===== src/hdl/assrc_pkg.sv =====
// Package for the axis stop, error clear and state record command block
package assrc_pkg;
  localparam logic [1:0] ASSRC_AXIS_X = 2'h0;
  localparam logic [1:0] ASSRC_AXIS_Y = 2'h1;
  localparam logic [1:0] ASSRC_CMD_HALT = 2'h0;
  localparam logic [1:0] ASSRC_CMD_CLEAR = 2'h1;
  localparam logic [1:0] ASSRC_CMD_SRD = 2'h2;
  localparam logic [1:0] ASSRC_CMD_GET = 2'h3;
  localparam logic [15:0] ASSRC_INHIBIT_KEEP = 16'h0000;
  localparam logic [15:0] ASSRC_INHIBIT_CANCEL = 16'h0001;
  localparam logic [15:0] ASSRC_STATE_BASE_X = 16'h01c0;
  localparam logic [15:0] ASSRC_STATE_SPAN = 16'h0020;
  localparam logic [3:0] ASSRC_REC_WORDS = 4'hd;
  localparam logic [3:0] ASSRC_REC_LAST = 4'hc;
  localparam logic [3:0] ASSRC_W_UP = 4'h0;
  localparam logic [3:0] ASSRC_W_DOWN = 4'h1;
  localparam logic [3:0] ASSRC_W_INFO = 4'h2;
  localparam logic [3:0] ASSRC_W_IO = 4'h3;
  localparam logic [3:0] ASSRC_W_POS_LO = 4'h4;
  localparam logic [3:0] ASSRC_W_POS_HI = 4'h5;
  localparam logic [3:0] ASSRC_W_SPD_LO = 4'h6;
  localparam logic [3:0] ASSRC_W_SPD_HI = 4'h7;
  localparam logic [3:0] ASSRC_W_STEP = 4'h8;
  localparam logic [3:0] ASSRC_W_MCODE = 4'h9;
  localparam logic [3:0] ASSRC_W_ERR = 4'ha;
  localparam logic [3:0] ASSRC_W_ENC_LO = 4'hb;
  localparam logic [3:0] ASSRC_W_ENC_HI = 4'hc;
  localparam logic [15:0] ASSRC_WORD_RESET = 16'h0000;
  typedef enum logic [2:0] {
    ASSRC_ST_IDLE = 3'h1,
    ASSRC_ST_SEND = 3'h2,
    ASSRC_ST_DONE = 3'h4
  } assrc_state_t;
endpackage


===== src/hdl/assrc_axis_flags.sv =====
// Per-axis halt, error and inhibit flags
`timescale 1ns/10ps
module assrc_axis_flags (
  input wire logic ref_clk_i,
  input wire logic sys_rst_i,
  input wire logic clk_en_i,
  input wire logic halt_i,
  input wire logic clear_i,
  input wire logic cancel_inhibit_i,
  input wire logic error_set_i,
  input wire logic inhibit_set_i,
  output logic halted_o,
  output logic error_o,
  output logic inhibit_o
);
  logic halted_q, halted_d, error_q, error_d, inhibit_q, inhibit_d;

  always_comb begin
    halted_d = halted_q | halt_i;
    error_d = error_q;
    inhibit_d = inhibit_q;
    if (clear_i) begin
      error_d = 1'b0;
      halted_d = halt_i;
      if (cancel_inhibit_i) begin
        inhibit_d = 1'b0;
      end
    end
    // New events win over a clear in the same cycle
    if (error_set_i) begin
      error_d = 1'b1;
    end
    if (inhibit_set_i) begin
      inhibit_d = 1'b1;
    end
  end

  always_ff @(posedge ref_clk_i) begin
    if (sys_rst_i) begin
      halted_q <= 1'b0;
      error_q <= 1'b0;
      inhibit_q <= 1'b0;
    end else if (clk_en_i) begin
      halted_q <= halted_d;
      error_q <= error_d;
      inhibit_q <= inhibit_d;
    end
  end

  assign halted_o = halted_q;
  assign error_o = error_q;
  assign inhibit_o = inhibit_q;
endmodule


===== src/hdl/assrc_top.sv =====
// Command interpreter: emergency halt, error clear, state record read
//
// Behaviour
// - An emergency halt command stops the axis named by its axis operand.
// - A halted axis gates its pulse output off at once with no ramp.
// - Axis operand 0 selects axis X and 1 selects axis Y.
// - An error clear command clears the latched error of the addressed axis.
// - Third operand 0 keeps output inhibition, 1 cancels it with the clear.
// - A state read samples the axis state and writes consecutive host words from operand three.
// - Record order: up, down, info, io, position, speed, step, M code, error, encoder.
// - A memory read from the axis X state base returns the same record words.
`timescale 1ns/10ps
module assrc_top (
  input wire logic ref_clk_i,
  input wire logic sys_rst_i,
  input wire logic clk_en_i,
  input wire logic cmd_valid_i,
  input wire logic [1:0] cmd_code_i,
  input wire logic [15:0] slot_operand_i,
  input wire logic [15:0] axis_select_operand_i,
  input wire logic [15:0] third_operand_i,
  input wire logic [15:0] my_slot_i,
  input wire logic [1:0] axis_error_set_i,
  input wire logic [1:0] axis_inhibit_set_i,
  input wire logic [1:0] pulse_req_i,
  input wire logic [31:0] state_bits_x_i,
  input wire logic [31:0] state_bits_y_i,
  input wire logic [15:0] axis_info_x_i,
  input wire logic [15:0] axis_info_y_i,
  input wire logic [15:0] ext_io_x_i,
  input wire logic [15:0] ext_io_y_i,
  input wire logic [31:0] position_x_i,
  input wire logic [31:0] position_y_i,
  input wire logic [31:0] speed_x_i,
  input wire logic [31:0] speed_y_i,
  input wire logic [15:0] step_x_i,
  input wire logic [15:0] step_y_i,
  input wire logic [15:0] mcode_x_i,
  input wire logic [15:0] mcode_y_i,
  input wire logic [15:0] err_code_x_i,
  input wire logic [15:0] err_code_y_i,
  input wire logic [31:0] encoder_x_i,
  input wire logic [31:0] encoder_y_i,
  output logic cmd_busy_o,
  output logic cmd_done_o,
  output logic cmd_error_o,
  output logic [1:0] halted_o,
  output logic [1:0] error_o,
  output logic [1:0] inhibit_o,
  output logic [1:0] pulse_o,
  output logic host_wr_o,
  output logic [15:0] host_addr_o,
  output logic [15:0] host_data_o
);
  assrc_pkg::assrc_state_t st_q, st_d;
  logic [15:0] rec_q [0:12];
  logic [15:0] rec_d [0:12];
  logic [3:0] idx_q, idx_d;
  logic [15:0] base_q, base_d;
  logic busy_q, busy_d, done_q, done_d, cerr_q, cerr_d;
  logic wr_q, wr_d;
  logic [15:0] addr_q, addr_d, data_q, data_d;
  logic [1:0] pulse_q, pulse_d;
  logic [1:0] halt_p, clear_p, halted, err, inh;
  logic accept, sel_y, rec_y, slot_ok, axis_ok, cancel;
  logic [15:0] mem_off;

  assign slot_ok = (slot_operand_i == my_slot_i);
  // Axis decode 0 = X, 1 = Y
  assign axis_ok = (axis_select_operand_i[15:1] == 15'h0000);
  assign sel_y = (axis_select_operand_i[1:0] == assrc_pkg::ASSRC_AXIS_Y);
  assign accept = cmd_valid_i & (st_q == assrc_pkg::ASSRC_ST_IDLE) & slot_ok;
  assign cancel = (third_operand_i == assrc_pkg::ASSRC_INHIBIT_CANCEL);
  assign mem_off = third_operand_i - assrc_pkg::ASSRC_STATE_BASE_X;
  // Memory read takes its axis from the address, not the destination
  assign rec_y = (cmd_code_i == assrc_pkg::ASSRC_CMD_GET) ?
                 (mem_off >= assrc_pkg::ASSRC_STATE_SPAN) : sel_y;

  always_comb begin
    halt_p = 2'h0;
    clear_p = 2'h0;
    if (accept && axis_ok && cmd_code_i == assrc_pkg::ASSRC_CMD_HALT) begin
      halt_p[sel_y] = 1'b1;
    end
    if (accept && axis_ok && cmd_code_i == assrc_pkg::ASSRC_CMD_CLEAR) begin
      clear_p[sel_y] = 1'b1;
    end
  end

  genvar g;
  generate
    for (g = 0; g < 2; g++) begin : g_axis
      assrc_axis_flags u_flags (
        .ref_clk_i(ref_clk_i),
        .sys_rst_i(sys_rst_i),
        .clk_en_i(clk_en_i),
        .halt_i(halt_p[g]),
        .clear_i(clear_p[g]),
        .cancel_inhibit_i(cancel),
        .error_set_i(axis_error_set_i[g]),
        .inhibit_set_i(axis_inhibit_set_i[g]),
        .halted_o(halted[g]),
        .error_o(err[g]),
        .inhibit_o(inh[g])
      );
    end
  endgenerate

  // Pulses cut the same edge a halt is taken
  assign pulse_d = pulse_req_i & ~halted & ~halt_p & ~inh;

  always_comb begin
    st_d = st_q;
    idx_d = idx_q;
    base_d = base_q;
    busy_d = busy_q;
    done_d = 1'b0;
    cerr_d = 1'b0;
    wr_d = 1'b0;
    addr_d = addr_q;
    data_d = data_q;
    for (int i = 0; i < 13; i++) begin
      rec_d[i] = rec_q[i];
    end
    case (st_q)
      assrc_pkg::ASSRC_ST_IDLE: begin
        if (cmd_valid_i && !accept) begin
          cerr_d = 1'b0;
        end
        // Memory read carries a destination in the axis operand
        if (accept && !axis_ok && cmd_code_i != assrc_pkg::ASSRC_CMD_GET) begin
          cerr_d = 1'b1;
          done_d = 1'b1;
        end else if (accept && (cmd_code_i == assrc_pkg::ASSRC_CMD_HALT ||
                                cmd_code_i == assrc_pkg::ASSRC_CMD_CLEAR)) begin
          done_d = 1'b1;
        end else if (accept) begin
          // Snapshot whole record in one cycle
          rec_d[assrc_pkg::ASSRC_W_UP] = rec_y ? state_bits_y_i[31:16] : state_bits_x_i[31:16];
          rec_d[assrc_pkg::ASSRC_W_DOWN] = rec_y ? state_bits_y_i[15:0] : state_bits_x_i[15:0];
          rec_d[assrc_pkg::ASSRC_W_INFO] = rec_y ? axis_info_y_i : axis_info_x_i;
          rec_d[assrc_pkg::ASSRC_W_IO] = rec_y ? ext_io_y_i : ext_io_x_i;
          rec_d[assrc_pkg::ASSRC_W_POS_LO] = rec_y ? position_y_i[15:0] : position_x_i[15:0];
          rec_d[assrc_pkg::ASSRC_W_POS_HI] = rec_y ? position_y_i[31:16] : position_x_i[31:16];
          rec_d[assrc_pkg::ASSRC_W_SPD_LO] = rec_y ? speed_y_i[15:0] : speed_x_i[15:0];
          rec_d[assrc_pkg::ASSRC_W_SPD_HI] = rec_y ? speed_y_i[31:16] : speed_x_i[31:16];
          rec_d[assrc_pkg::ASSRC_W_STEP] = rec_y ? step_y_i : step_x_i;
          rec_d[assrc_pkg::ASSRC_W_MCODE] = rec_y ? mcode_y_i : mcode_x_i;
          rec_d[assrc_pkg::ASSRC_W_ERR] = rec_y ? err_code_y_i : err_code_x_i;
          rec_d[assrc_pkg::ASSRC_W_ENC_LO] = rec_y ? encoder_y_i[15:0] : encoder_x_i[15:0];
          rec_d[assrc_pkg::ASSRC_W_ENC_HI] = rec_y ? encoder_y_i[31:16] : encoder_x_i[31:16];
          base_d = third_operand_i;
          idx_d = 4'h0;
          if (cmd_code_i == assrc_pkg::ASSRC_CMD_GET) begin
            // Memory read maps onto the record; Y follows X by one span
            if (mem_off < assrc_pkg::ASSRC_STATE_SPAN + {12'h000, assrc_pkg::ASSRC_REC_WORDS}
                && (mem_off < {12'h000, assrc_pkg::ASSRC_REC_WORDS} ||
                    mem_off >= assrc_pkg::ASSRC_STATE_SPAN)) begin
              base_d = axis_select_operand_i;
              idx_d = (mem_off >= assrc_pkg::ASSRC_STATE_SPAN) ?
                      mem_off[3:0] - assrc_pkg::ASSRC_STATE_SPAN[3:0] : mem_off[3:0];
              st_d = assrc_pkg::ASSRC_ST_SEND;
              busy_d = 1'b1;
            end else begin
              cerr_d = 1'b1;
              done_d = 1'b1;
            end
          end else begin
            st_d = assrc_pkg::ASSRC_ST_SEND;
            busy_d = 1'b1;
          end
        end
      end
      assrc_pkg::ASSRC_ST_SEND: begin
        wr_d = 1'b1;
        addr_d = base_q;
        data_d = rec_q[idx_q];
        base_d = base_q + 16'h0001;
        idx_d = idx_q + 4'h1;
        if (idx_q == assrc_pkg::ASSRC_REC_LAST) begin
          st_d = assrc_pkg::ASSRC_ST_DONE;
        end
      end
      assrc_pkg::ASSRC_ST_DONE: begin
        busy_d = 1'b0;
        done_d = 1'b1;
        st_d = assrc_pkg::ASSRC_ST_IDLE;
      end
      default: begin
        st_d = assrc_pkg::ASSRC_ST_IDLE;
        busy_d = 1'b0;
      end
    endcase
  end

  always_ff @(posedge ref_clk_i) begin
    if (sys_rst_i) begin
      st_q <= assrc_pkg::ASSRC_ST_IDLE;
      idx_q <= 4'h0;
      base_q <= assrc_pkg::ASSRC_WORD_RESET;
      busy_q <= 1'b0;
      done_q <= 1'b0;
      cerr_q <= 1'b0;
      wr_q <= 1'b0;
      addr_q <= assrc_pkg::ASSRC_WORD_RESET;
      data_q <= assrc_pkg::ASSRC_WORD_RESET;
      pulse_q <= 2'h0;
      for (int i = 0; i < 13; i++) begin
        rec_q[i] <= assrc_pkg::ASSRC_WORD_RESET;
      end
    end else if (clk_en_i) begin
      st_q <= st_d;
      idx_q <= idx_d;
      base_q <= base_d;
      busy_q <= busy_d;
      done_q <= done_d;
      cerr_q <= cerr_d;
      wr_q <= wr_d;
      addr_q <= addr_d;
      data_q <= data_d;
      pulse_q <= pulse_d;
      for (int i = 0; i < 13; i++) begin
        rec_q[i] <= rec_d[i];
      end
    end
  end

  assign cmd_busy_o = busy_q;
  assign cmd_done_o = done_q;
  assign cmd_error_o = cerr_q;
  assign halted_o = halted;
  assign error_o = err;
  assign inhibit_o = inh;
  assign pulse_o = pulse_q;
  assign host_wr_o = wr_q;
  assign host_addr_o = addr_q;
  assign host_data_o = data_q;
endmodule


===== config.mk =====
export PLATFORM = sky130hd
export DESIGN_NAME = assrc_top
export DESIGN_NICKNAME = d
export VERILOG_FILES = /design/src/hdl/assrc_pkg.sv /design/src/hdl/assrc_axis_flags.sv /design/src/hdl/assrc_top.sv
export SDC_FILE = /design/constraint.sdc
export NUM_CORES = 1
export LEC_CHECK = 0
export BUFFER_PORTS_ARGS = -buffer_cell sky130_fd_sc_hd__buf_2
export CAP_MARGIN = 25
export CORE_AREA = 4 4 208 210
export DETAILED_ROUTE_END_ITERATION = 16
export DIE_AREA = 0 0 212 214
export GPL_TIMING_DRIVEN = 0
export PLACE_DENSITY = 0.63
export SKIP_LAST_GASP = 1
export SLEW_MARGIN = 40
export SYNTH_ARGS = -nofsm -noshare
export SYNTH_HDL_FRONTEND = slang
export SYNTH_SLANG_ARGS = --single-unit
export TNS_END_PERCENT = 50

===== constraint.sdc =====
create_clock -name ref_clk_i -period 8.9 [get_ports ref_clk_i]
set_input_delay 0.89 -clock ref_clk_i [delete_from_list [all_inputs] [get_ports ref_clk_i]]
set_output_delay 0.89 -clock ref_clk_i [all_outputs]
set_load 0.02 [all_outputs]

; Word-level counts from Yosys, hierarchy flattened
; Memories as Yosys holds them, arrays and structs flattened. A register that Yosys moved wholly into a read port is not among the register bits.
; Cells that the tools add are included.
[totals]
inputBits = 492
reg_bits = 51
mem_bits_rw = 208
n_memories = 1
elab_cells = 182
output_inout_bits = 44
[op_classes]
add_sub_neg = 3
eq_ne = 19
bitwise = 24
n_reduce_logical = 29
n_mux = 86
order_cmp = 5
[memory_table]
columns = memory, depth, width, rd, rd_clocked_by_memory_dff, wr, line
row1 = rec_q, 13, 16, 1, 1, 13, assrc_top.sv:56  ; logic [15:0] rec_q [0:12];
[op_table]
columns = op, count
row1 = $mux 208, 4
row2 = $mux 16, 31
row3 = $mux 1, 32
row4 = $pmux 16 s2, 1
row5 = $mux 4, 5
row6 = $mux 3, 6
row7 = $add 16x1->16 const B, 1
row8 = $eq 16x1->1 const B, 1
row9 = $eq 16x16->1, 1
row10 = $ge 16x6->1 const B, 1
row11 = $lt 16x4->1 const B, 1
row12 = $lt 16x6->1 const B, 1
row13 = $sub 16x9->16 const B, 1
row14 = $logic_not 15->1, 1
row15 = $or 1x1->1, 15
row16 = $reduce_bool 2->1, 7
row17 = $ne 2x2->1 const B, 6
row18 = $reduce_and 6->1, 2
row19 = $reduce_and 5->1, 2
row20 = $logic_and 1x1->1, 8
row21 = $pmux 4 s2, 1
row22 = $and 2x2->2, 3
row23 = $not 2->2, 3
row24 = $pmux 3 s2, 1
row25 = other kinds (23), 31

; Logic depth before layout (Yosys ltp)
; Gate-level depths: netlist of the first run.
[depth]
ltp_word = 10
ltp_mapped = 9
mapped_depth_nobuf = 7

; Cells and area by module
; From an unflattened synthesis of the first run, not the netlist that was laid out.
[unflattened]
hier_cells = 1500
hier_area_um2 = 14341.3
[by_module_without_submodules]
columns = module, area_per_inst_um2, n_inst, cells_per_inst, seq_area_each_um2
row1 = assrc_top, 14096.0, 1, 1476, 7467.2
row2 = assrc_axis_flags, 122.6, 2, 12, 60.1

; Worst setup path after synthesis of the first run
; Ideal clock, no wire load.
[synth_path]
kind = input -> register
startpoint = input port my_slot_i[0]
endpoint = memory rec_q[0][0] (enable)
arrival_ns = 6.832
setup_ns = 0.577
n_path_buf = 1
cell_stages = 7
slack_ns = 1.491
cell_sequence = xor2_1 -> nor4_1 -> nand2_1 -> nor3_1 -> nand4_1 -> clkbuf_1 -> nand2_1
[synth_rtl]
columns = element, line
row1 = start: declaration, assrc_top.sv:22  ; input wire logic [15:0] my_slot_i,
row2 = end: declaration, assrc_top.sv:56

==> summary.txt, run 1 <==
Run status
  – Status: completed

Layout
  – P&R area growth vs syn: 30.7%
  – Filler instances: 4059
  – Multi-input gate area: 6240 sq um
  – Nets: 2546
  – Commonest non-fill, non-tap cell in the layout: buf_2
  – Share of layout cells above drive strength 1: 32.0%
  – Most frequent cells in the layout: 543 x buf_2, 477 x nand2_1, 264 x a21oi_1, 208 x edfxtp_1, 108 x clkbuf_1
  – Final Cell Area: 18800 sq um
  – Non-filler cells in the finished layout: 2616
  – Storage element area: 7590 sq um

Die
  – Core outline area: 41600 sq um
  – Row count: 75
  – Die area: 45400 sq um
  – I/O Pins: 536
  – Die height: 214 um
  – Starting Density: 34.5%
  – Die extent in x: 212 um

Detailed routing
  – Mean routed wirelength per cell: 22.5 um
  – Vias per cell: 5.33
  – Drt initial violations: 1214
  – Detailed Route WL: 59000 um
  – Detailed-route DRC error count: 0
  – Pre-antenna DRT Iters: 6
  – Number of routed nets with antenna violations: 0
  – Vias after detailed routing: 13900

Critical path
  – CP arrival: 4.69 ns
  – Critical path startpoint category: input pin
  – Class of the most critical setup path: in -> reg
  – CP required: 9.17 ns
  – Crit Path Max Fanout: 44
  – Worst path slowest cell: nor4_1
  – Worst path cell trace: buf_2, xor2_1, nor4_1, nand2_1, nor3_1, nand4_1, clkbuf_1, nand2_4, buf_12, buf_12, buf_12
  – CP dominant cell by count: buf_12
  – CP endpoint kind: register
  – Worst path max stage delay: 0.58 ns

Timing
  – Hold Vio Cnt, Final: 0
  – Slew Limit Headroom: 42.0%
  – Final setup fails: 0
  – Setup Skew: 0.0215 ns
  – Worst Tran Pin Value: 0.871 ns
  – Final period util: 49.6%
  – RSZ-0062 raised after global routing: no
  – Total negative slack: 0 ns
  – Min cycle time layout: 4.42 ns
  – Final Max Slew Viols: 0
  – Max Freq: 0.226 GHz

Clock network
  – CTS tree: done
  – Clock buffer depth: 3
  – CTS Root Cell: clkbuf_16
  – H-tree depth: 1
  – Setup bufs post-CTS: 0
  – Clk sinks: 275
  – CTS Buf Count: 31
  – Worst skew pair latency: 0.59 ns
  – # hold bufs at CTS: 0
  – Clock-pin slew on the worst setup and hold paths: 0.06 ns
  – Post_cts resized: 0

Synthesis
  – Main synth FF type: edfxtp_1
  – Cell area after synthesis: 14400 sq um
  – Asr flop ratio synth: 0%
  – Synth Instances: 1482
  – Mean Syn Cell Area: 9.69 sq um
  – Syn nets: 1977
  – Number of synthesized flops with an enable pin: 208
  – Yosys cell types: 58
  – YS warnings: 0
  – Yosys reg bits: 275
  – Seq/Total Area, Yosys: 52.8%

Placed design
  – Placed Area: 17800 sq um
  – IO buf count: 531
  – HPWL after DPL: 47400 um
  – Placed Instances: 2557
  – Routability cong.: 0.937

Pwr
  – Worst vdd ir: 0.124 mV
  – Pwr/cell area: 161 nW/um^2
  – Pint: 2.26 mW
  – Net Sw Power: 0.756 mW
  – Leak Pwr: 7.64 nW
  – Clk pwr share: 40.5%
  – Pwr Total: 3.02 mW
  – Logic pwr share: 11.7%
  – Sw frac: 25.1%
  – Seq pwr share: 47.8%

Hold path
  – Type of the tightest min-delay check: reg -> reg

Global route
  – Vias in the first global route: 14000
  – Largest net degree at the start of global routing: 45
  – Global-route wire length before repair: 85300 um
  – Grt ovf: 0
  – GRT Util Overall: 24.7%
  – Initial antenna violation count: 3

Flow run
  – Number of max-cap violations: 0
==> cell families (layout without fill, tap and decap cells) <==
kind of cell / after synthesis / in the layout / share of synthesized area (%)
fa+ha+maj: 3 / 3 / 0.261
compound gates: 374 / 374 / 15.1
simple gates: 602 / 602 / 17.4
other cells: 0 / 1 / 0
mux: 70 / 70 / 9.09
buf+inv: 134 / 728 / 3.76
xor+xnor: 24 / 24 / 1.46
flops: 275 / 275 / 52.8
==> power groups by stage <==
stage	Clock (mW)	Sequential (mW)	Combinational (mW)
after floorplan	0	1.47	0.158
after global placement	0	1.48	0.343
after detailed placement	0	1.47	0.350
after CTS	1.25	1.44	0.353
after global routing	1.30	1.44	0.387
final	1.22	1.44	0.353
==> synthesized netlist by cell type (all sizes together) (8+ instances only) <==
cell type / instances / area (sq um)
clkbuf: 104 / 390
a21oi: 264 / 1320
nor3: 12 / 60.1
nand3: 18 / 95.1
o21ai: 10 / 53.8
nand2: 478 / 1790
nor2: 32 / 120
edfxtp: 208 / 6250
xor2: 18 / 158
nor4: 14 / 93.8
a311oi: 8 / 70.1
o31ai: 10 / 75.1
mux4: 48 / 1080
inv: 8 / 30.0
buf: 20 / 111
and2: 20 / 125
mux2i: 19 / 190
a211oi: 43 / 323
dfxtp: 67 / 1340
==> per-stage QoR <==
step / hold WS [ns] / util [%] / setup slack (ns)
final: 0.452 / 45.1 / 4.48
after global routing: 0.472 / 45.1 / 4.29
after CTS: 0.452 / 45.1 / 4.52
after detailed placement: 0.442 / 42.8 / 3.93
after global placement: 0.444 / 42.5 / -1.57
after floorplan: 0.432 / - / 1.49
==> worst paths after layout <==
path	slack, ns	from	cells after the start	end
hold reg to reg	0.45	host_addr_o[5]$_SDFFE_PP0P_	2	host_addr_o[5]$_SDFFE_PP0P_
hold / removal	0.45	host_addr_o[5]$_SDFFE_PP0P_	2	host_addr_o[5]$_SDFFE_PP0P_
setup / recovery	4.48	my_slot_i[0]	11	rec_q[8][14]$_SDFFCE_PN0P_
setup reg to reg	4.64	st_q[0]$_SDFFE_PP1P_	10	rec_q[8][14]$_SDFFCE_PN0P_
==> critical path, delay by kind of cell <==
kind                   cells  cell delay (ns)
XOR/XNOR                   1             0.15
buffers and inverters      5             1.35
AND/OR/NAND/NOR            5             2.21
==> state kept, by name (all words and copies together) (netlist names), 2 cells and up <==
signal and flops:
base_q 16, pulse_o 2, host_addr_o 16, g_axis.u_flags.error_o 2, g_axis.u_flags.halted_o 2, rec_q 208
idx_q 4, g_axis.u_flags.inhibit_o 2, host_data_o 16, st_q 3
==> cell type report <==
type	instances	area share, %
flip-flops and latches	275	40.4
inverters	10	0.200
well taps	539	3.60
diodes	1	0.0133
repair buffers	536	14.6
plain buffers	124	2.71
clock buffers	41	4.44
clock inverters	17	0.700
multi-input cells	1073	33.3
==> per-layer routing <==
layer / GRT usage (%) / vias up / routed length, um
met5: 0 / - / 27
met4: 5.90 / 4 / 1590
met3: 3.63 / 97 / 4160
met2: 42.7 / 683 / 28900
met1: 32.8 / 6686 / 24300
li1: - / 6476 / -
(Power assumes the default switching activity.)
==> run 2, diff against run 1 <==
--- a/config.mk
+++ b/config.mk
@@ -7,11 +7,11 @@
 export LEC_CHECK = 0
 export BUFFER_PORTS_ARGS = -buffer_cell sky130_fd_sc_hd__buf_2
 export CAP_MARGIN = 25
-export CORE_AREA = 4 4 208 210
+export CORE_AREA = 4 4 207 209
 export DETAILED_ROUTE_END_ITERATION = 16
-export DIE_AREA = 0 0 212 214
+export DIE_AREA = 0 0 211 213
 export GPL_TIMING_DRIVEN = 0
-export PLACE_DENSITY = 0.63
+export PLACE_DENSITY = 0.65
 export SKIP_LAST_GASP = 1
 export SLEW_MARGIN = 40
 export SYNTH_ARGS = -nofsm -noshare
==> constraint.sdc (replaced) <==
create_clock -name ref_clk_i -period 3.7 [get_ports ref_clk_i]
set_input_delay 0.37 -clock ref_clk_i [delete_from_list [all_inputs] [get_ports ref_clk_i]]
set_output_delay 0.37 -clock ref_clk_i [all_outputs]
set_load 0.02 [all_outputs]
==> run 2 against run 1 <==
Net effect:
- via count increased by 0.82%
- count of clock-buffer cells in the layout fell by 6
- sequential power rose by 140%
- combinational power grew 140%
- routed wire length rose by 0.67%
- critical path depth is 1 lower
- global-route usage is 0.46 points higher
- clock skew shrank 0.0047 ns
- sequential share of layout area shrank 0.47 points
- critical path type is now reg -> reg
- critical endpoint is now rec_q[4][12]$_SDFFCE_PN0P_
==> summary.txt, run 2 (synthesis results as in run 1) <==
Flow run
  – Number of max-cap violations: 0

Critical path
  – Worst path slowest cell: or3b_1
  – Critical path startpoint category: register
  – CP delay by family, top: simple AND/OR/NAND/NOR gates
  – Worst path cell trace: or3b_1, nor4_1, nand3_1, nor3_1, nand4_1, buf_4, buf_4, clkbuf_1, clkbuf_1, a21oi_1
  – CP Buf/Inv Count: 4
  – CP required: 4.04 ns
  – Crit Path Max Fanout: 13
  – Class of the most critical setup path: reg -> reg
  – CP endpoint kind: register
  – CP arrival: 3.82 ns
  – Worst path max stage delay: 0.45 ns

Layout
  – Commonest non-fill, non-tap cell in the layout: buf_2
  – Nets: 2549
  – Max reg flops: 208
  – P&R area growth vs syn: 32.2%
  – Filler instances: 3927
  – Share of layout cells above drive strength 1: 32.4%
  – Most frequent cells in the layout: 543 x buf_2, 477 x nand2_1, 264 x a21oi_1, 208 x edfxtp_1, 103 x clkbuf_1
  – Most flop-heavy register: rec_q

Detailed routing
  – Vias per cell: 5.38
  – Number of routed nets with antenna violations: 0
  – Mean routed wirelength per cell: 22.7 um
  – Vias after detailed routing: 14100
  – Drt initial violations: 1297
  – Detailed Route WL: 59400 um
  – Detailed-route DRC error count: 0
  – Pre-antenna DRT Iters: 6

Timing
  – Final Max Slew Viols: 0
  – Slew Limit Headroom: 45.1%
  – Hold Vio Cnt, Final: 0
  – Max Freq: 0.287 GHz
  – Worst Tran Pin Value: 0.824 ns
  – Final setup fails: 0
  – Setup Skew: 0.0168 ns
  – Worst setup margin: 0.219 ns
  – Final period util: 94.1%
  – Min cycle time layout: 3.48 ns
  – RSZ-0062 raised after global routing: no

Clock network
  – Clock buffer depth: 3
  – Clock-pin slew on the worst setup and hold paths: 0.06 ns
  – H-tree depth: 1
  – Clk sinks: 275
  – CTS Root Cell: clkbuf_16
  – CTS Buf Count: 31
  – # hold bufs at CTS: 0
  – Worst skew pair latency: 0.58 ns
  – Post_cts resized: 0
  – CTS tree: done

Global route
  – Global-route wire length before repair: 85600 um
  – GRT Util Overall: 25.2%
  – Vias in the first global route: 14000
  – Grt ovf: 0
  – Initial antenna violation count: 4
  – Largest net degree at the start of global routing: 46

Die
  – Starting Density: 35.2%
  – Die area: 44900 sq um
  – Core outline area: 40800 sq um
  – Die extent in x: 211 um
  – I/O Pins: 536
  – Row count: 74
  – Die height: 213 um

Pwr
  – Worst vdd ir: 0.325 mV
  – Pwr Total: 7.70 mW
  – Leak Pwr: 7.75 nW
  – Pwr/cell area: 406 nW/um^2

Run status
  – Status: completed

Placed design
  – Worst slack, placed: -0.854 ns
  – HPWL after DPL: 47500 um
  – Routability cong.: 0.950
  – IO buf count: 531

Hold path
  – Type of the tightest min-delay check: in -> reg
==> run 2: changes by cell type in the layout (fill, tap and decap cells not counted), moves of 2 or more <==
cell / delta
bufinv_16: +7
clkbuf_1: -5
buf_12: -2
clkbuf_8: -2
==> run 2: worst reg2reg max path, cell delays in order, from the launching register on <==
cell and delay (ns):
dfxtp_1 0.38, or3b_1 0.45, nor4_1 0.28, nand3_1 0.12
nor3_1 0.33, nand4_1 0.14, buf_4 0.26, buf_4 0.21
clkbuf_1 0.26, clkbuf_1 0.36, a21oi_1 0.45
==> run 2: worst paths after layout <==
path / depth (start not counted) / start / slack [ns] / to
worst min register to register: 2 / host_addr_o[10]$_SDFFE_PP0P_ / 0.45 / host_addr_o[10]$_SDFFE_PP0P_
worst min-delay path: 3 / axis_inhibit_set_i[0] / 0.08 / g_axis[0].u_flags.inhibit_o$_SDFFE_PP0P_
worst max register to register: 10 / st_q[0]$_SDFFE_PP1P_ / 0.22 / rec_q[4][12]$_SDFFCE_PN0P_
worst max-delay path: 10 / st_q[0]$_SDFFE_PP1P_ / 0.22 / rec_q[4][12]$_SDFFCE_PN0P_
==> run 2: power breakdown <==
group          internal [mW]  leakage, nW  switching [mW]
sequential              3.43         2.65          0.0366
combinational          0.355         4.55           0.507
clock                   2.09        0.545            1.28
total                   5.88         7.75            1.82
==> run 2: metal layers <==
metal / global-route usage [%] / vias up / routed length [um]
li1: - / 6494 / -
met1: 32.7 / 6721 / 23200
met2: 43.8 / 740 / 29400
met3: 4.85 / 100 / 5050
met4: 6.10 / 6 / 1620
met5: 0 / - / 41
==> run 2: repair_timing <==
| action | 4_1_cts | 5_1_grt |
|---|---|---|
| buffers inserted | 2 | 0 |
| setup endpoints to repair | 123 | 0 |
| endpoints found under the hold margin | 0 | 0 |
==> run 2: through the flow <==
step / setup TNS [ns] / hold slack [ns] / instance area [sq um] / instances / util [%]
global placement: -347.69 / 0.444 / 17700 / 2545 / 43.3
global route: 0 / 0.0900 / 19000 / 2611 / 46.5
finish: 0 / 0.0790 / 19000 / 2613 / 46.5
detailed placement: -92.48 / 0.450 / 17800 / 2549 / 43.6
CTS: 0 / 0.0604 / 19000 / 2611 / 46.5
floorplan: 0 / 0.432 / 14400 / 1482 / -
==> run 2: final cells by class <==
class,instances,area (sq um),area share [%]
Inverter,10,37.5,0.198
Multi-Input combinational cell,1075,6280,33.1
Sequential cell,275,7590,40.0
Timing Repair Buffer,538,2780,14.7
Buffer,123,504,2.66
Clock buffer,35,791,4.17
Tap cell,532,666,3.51
Clock inverter,23,329,1.73
Antenna cell,2,5.00,0.0264
==> run 3, diff against run 2 <==
--- a/config.mk
+++ b/config.mk
@@ -5,13 +5,15 @@
 export SDC_FILE = /design/constraint.sdc
 export NUM_CORES = 1
 export LEC_CHECK = 0
+export ABC_AREA = 1
+export ABC_CLOCK_PERIOD_IN_PS = 3700
 export BUFFER_PORTS_ARGS = -buffer_cell sky130_fd_sc_hd__buf_2
 export CAP_MARGIN = 25
-export CORE_AREA = 4 4 207 209
+export CORE_AREA = 4 4 208 210
 export DETAILED_ROUTE_END_ITERATION = 16
-export DIE_AREA = 0 0 211 213
+export DIE_AREA = 0 0 212 214
 export GPL_TIMING_DRIVEN = 0
-export PLACE_DENSITY = 0.65
+export PLACE_DENSITY = 0.67
 export SKIP_LAST_GASP = 1
 export SLEW_MARGIN = 40
 export SYNTH_ARGS = -nofsm -noshare
==> run 3 against run 2 <==
Net effect:
- die area increased by 0.95%
- sequential cell count unchanged
- area after synthesis increased by 4.1%
- synthesized cell count increased by 29%
- global-route usage increased by 2.9 points
- critical path depth unchanged
- sequential power increased by 8.6%
==> summary.txt, run 3 <==
Layout
  – Share of layout cells above drive strength 1: 25.9%
  – Most frequent cells in the layout: 600 x nand2_1, 572 x buf_2, 251 x a21oi_1, 209 x nor2_1, 208 x edfxtp_1
  – Multi-input gate area: 6370 sq um
  – P&R area growth vs syn: 29.2%
  – Filler instances: 4186
  – Final Cell Area: 19300 sq um
  – Max reg flops: 208
  – Post-layout util: 46.5%
  – Nets: 2983
  – Commonest non-fill, non-tap cell in the layout: nand2_1
  – Most flop-heavy register: rec_q
  – Storage element area: 7590 sq um

Die
  – Starting Density: 36.0%
  – Die extent in x: 212 um
  – Core outline area: 41600 sq um
  – I/O Pins: 536
  – Row count: 75
  – Die height: 214 um
  – Die area: 45400 sq um

Synthesis
  – Main area contributors after synthesis: edfxtp_1 42%, nand2_1 15%, dfxtp_1 9.0%
  – Seq/Total Area, Yosys: 50.8%
  – Synth Instances: 1919
  – Main synth FF type: edfxtp_1
  – Number of synthesized flops with an enable pin: 208
  – Syn nets: 2414
  – Cell area after synthesis: 14900 sq um
  – Area share of the leading cell type in the synthesized netlist: 41.8%
  – Simple-gate share of the synthesized area: 23.2%
  – Yosys cell types: 40
  – Compound-Gate Fraction of Synth Area: 18.5%
  – YS warnings: 0
  – Asr flop ratio synth: 0%
  – Count leader, synth: nand2_1
  – Yosys reg bits: 275
  – Mux cell area share after synthesis: 0%
  – Synth area leader: edfxtp_1
  – Post-synthesis xor/xnor area fraction: 0.645%
  – Mean Syn Cell Area: 7.79 sq um
  – Main combinational cell family by area after synthesis: simple AND/OR/NAND/NOR gates
  – Most frequent cells after synthesis: 601 x nand2_1, 251 x a21oi_1, 209 x nor2_1
  – Post-synthesis adder-cell area fraction: 0.251%

Detailed routing
  – Number of routed nets with antenna violations: 0
  – Detailed Route WL: 67600 um
  – Detailed-route DRC error count: 0
  – Vias per cell: 5.29
  – Pre-antenna DRT Iters: 5
  – Vias after detailed routing: 16100
  – Drt initial violations: 1707
  – Mean routed wirelength per cell: 22.2 um

Clock network
  – Post_cts resized: 0
  – CTS tree: done
  – CTS Buf Count: 31
  – Clock-pin slew on the worst setup and hold paths: 0.06 ns
  – H-tree depth: 1
  – Setup bufs post-CTS: 0
  – # hold bufs at CTS: 0
  – CTS Root Cell: clkbuf_16
  – Clk sinks: 275
  – Clock buffer depth: 3
  – Worst skew pair latency: 0.60 ns

Pwr
  – Seq pwr share: 35.8%
  – Clk pwr share: 27.8%
  – Logic pwr share: 36.3%
  – Leak Pwr: 8.74 nW
  – Worst vdd ir: 0.300 mV
  – Pint: 6.31 mW
  – Pwr/cell area: 544 nW/um^2
  – Net Sw Power: 4.21 mW
  – Sw frac: 40.0%

Timing
  – Slew Limit Headroom: 40.3%
  – Worst setup margin: 0.292 ns
  – Total negative slack: 0 ns
  – Hold Vio Cnt, Final: 0
  – Hold slack: 0.0195 ns
  – Worst Tran Pin Value: 0.895 ns
  – RSZ-0062 raised after global routing: no
  – Max Freq: 0.293 GHz
  – Final setup fails: 0
  – Min cycle time layout: 3.41 ns
  – Setup Skew: 0.0385 ns
  – Final Max Slew Viols: 0
  – Final period util: 92.1%

Critical path
  – CP Buf/Inv Count: 4
  – R2r startpoint: st_q[1]$_SDFFE_PP0P_
  – Class of the most critical setup path: reg -> reg
  – CP delay by family, top: simple AND/OR/NAND/NOR gates
  – FF-to-FF End: rec_q[10][5]$_SDFFCE_PP0P_
  – Critical path startpoint category: register
  – CP arrival: 3.63 ns
  – CP endpoint kind: register
  – CP required: 3.92 ns
  – Worst path cell trace: inv_1, nand3_2, nor3_2, nand2_1, nor2_2, nand4_2, buf_6, buf_4, nand2_8, buf_16
  – Reg-to-reg slack, setup: 0.29 ns
  – Worst path max stage delay: 0.53 ns
  – Crit Path Max Fanout: 74
  – R2R cell count: 10
  – Worst path slowest cell: nand4_2

Placed design
  – Worst slack, placed: 0.214 ns
  – Placed Area: 18400 sq um
  – Routability cong.: 0.942
  – IO buf count: 534
  – HPWL after DPL: 53700 um

Flow run
  – Number of max-cap violations: 0

Global route
  – GRT Util Overall: 28.1%
  – Global-route wire length before repair: 96600 um
  – Largest net degree at the start of global routing: 80
  – Vias in the first global route: 15800
  – Initial antenna violation count: 5
  – Grt ovf: 0

Hold path
  – WHS Path Cells: 3
  – Hold worst-path end: g_axis[1].u_flags.inhibit_o$_SDFFE_PP0P_
  – Type of the tightest min-delay check: in -> reg
  – HP Start: axis_inhibit_set_i[1]

Run status
  – Status: completed
-- run 3: worst max-delay path by stage --
stage	cells after the start	slack [ns]	start	endpoint
finish	10	0.29	st_q[1]$_SDFFE_PP0P_	rec_q[10][5]$_SDFFCE_PP0P_
global route	10	0.15	st_q[1]$_SDFFE_PP0P_	rec_q[10][8]$_SDFFCE_PP0P_
CTS	10	0.35	st_q[1]$_SDFFE_PP0P_	rec_q[10][5]$_SDFFCE_PP0P_
detailed placement	13	0.21	axis_select_operand_i[4]	rec_q[5][15]$_SDFFCE_PN0P_
global placement	12	-0.99	axis_select_operand_i[10]	rec_q[5][15]$_SDFFCE_PN0P_
floorplan	11	0.40	axis_select_operand_i[10]	rec_q[0][0]$_SDFFCE_PN0P_
-- run 3: tightest hold or removal path, cell delays in order --
cell and delay [ns]:
buf_2 0.09, nand2_1 0.05, nand2_1 0.05
-- run 3: logic make-up after synthesis --
group                    after synthesis
flip-flops                           275
XOR/XNOR                              11
AND/OR/NAND/NOR                      883
buffers and inverters                235
adder cells (fa/ha/maj)                3
AO/OA/AOI/OAI                        512
-- run 3: per-stage QoR --
step	power (mW)	instances
after floorplan	5.84	1919
after global placement	7.55	2992
after detailed placement	7.58	2994
after CTS	10.5	3049
after global routing	11.0	3049
final	10.5	3050
-- run 3: final cells by class --
| cell class | count | area share [%] |
|---|---|---|
| Inverter | 96 | 1.87 |
| Multi-Input combinational cell | 1409 | 33.0 |
| Clock inverter | 13 | 0.551 |
| Buffer | 139 | 3.34 |
| Clock buffer | 42 | 4.33 |
| Tap cell | 539 | 3.49 |
| Sequential cell | 275 | 39.3 |
| Antenna cell | 1 | 0.0130 |
| Timing Repair Buffer | 536 | 14.1 |
-- run 3: layer usage --
metal  part of all wire, %  routed length (um)  up-vias  GRT usage [%]
met5                 0.050                  34        -              0
met4                   2.8                1900        6           6.83
met3                   8.3                5610      111           4.70
met2                    48               32600      812           48.3
met1                    41               27400     7582           36.8
li1                      -                   -     7617              -
-- run 3: power by group through the flow --
stage / sequential [mW] / combinational [mW] / clock [mW]
global route: 3.78 / 4.13 / 3.08
finish: 3.77 / 3.82 / 2.93
detailed placement: 3.82 / 3.76 / 0
global placement: 3.82 / 3.73 / 0
floorplan: 3.78 / 2.06 / 0
CTS: 3.76 / 3.78 / 2.94
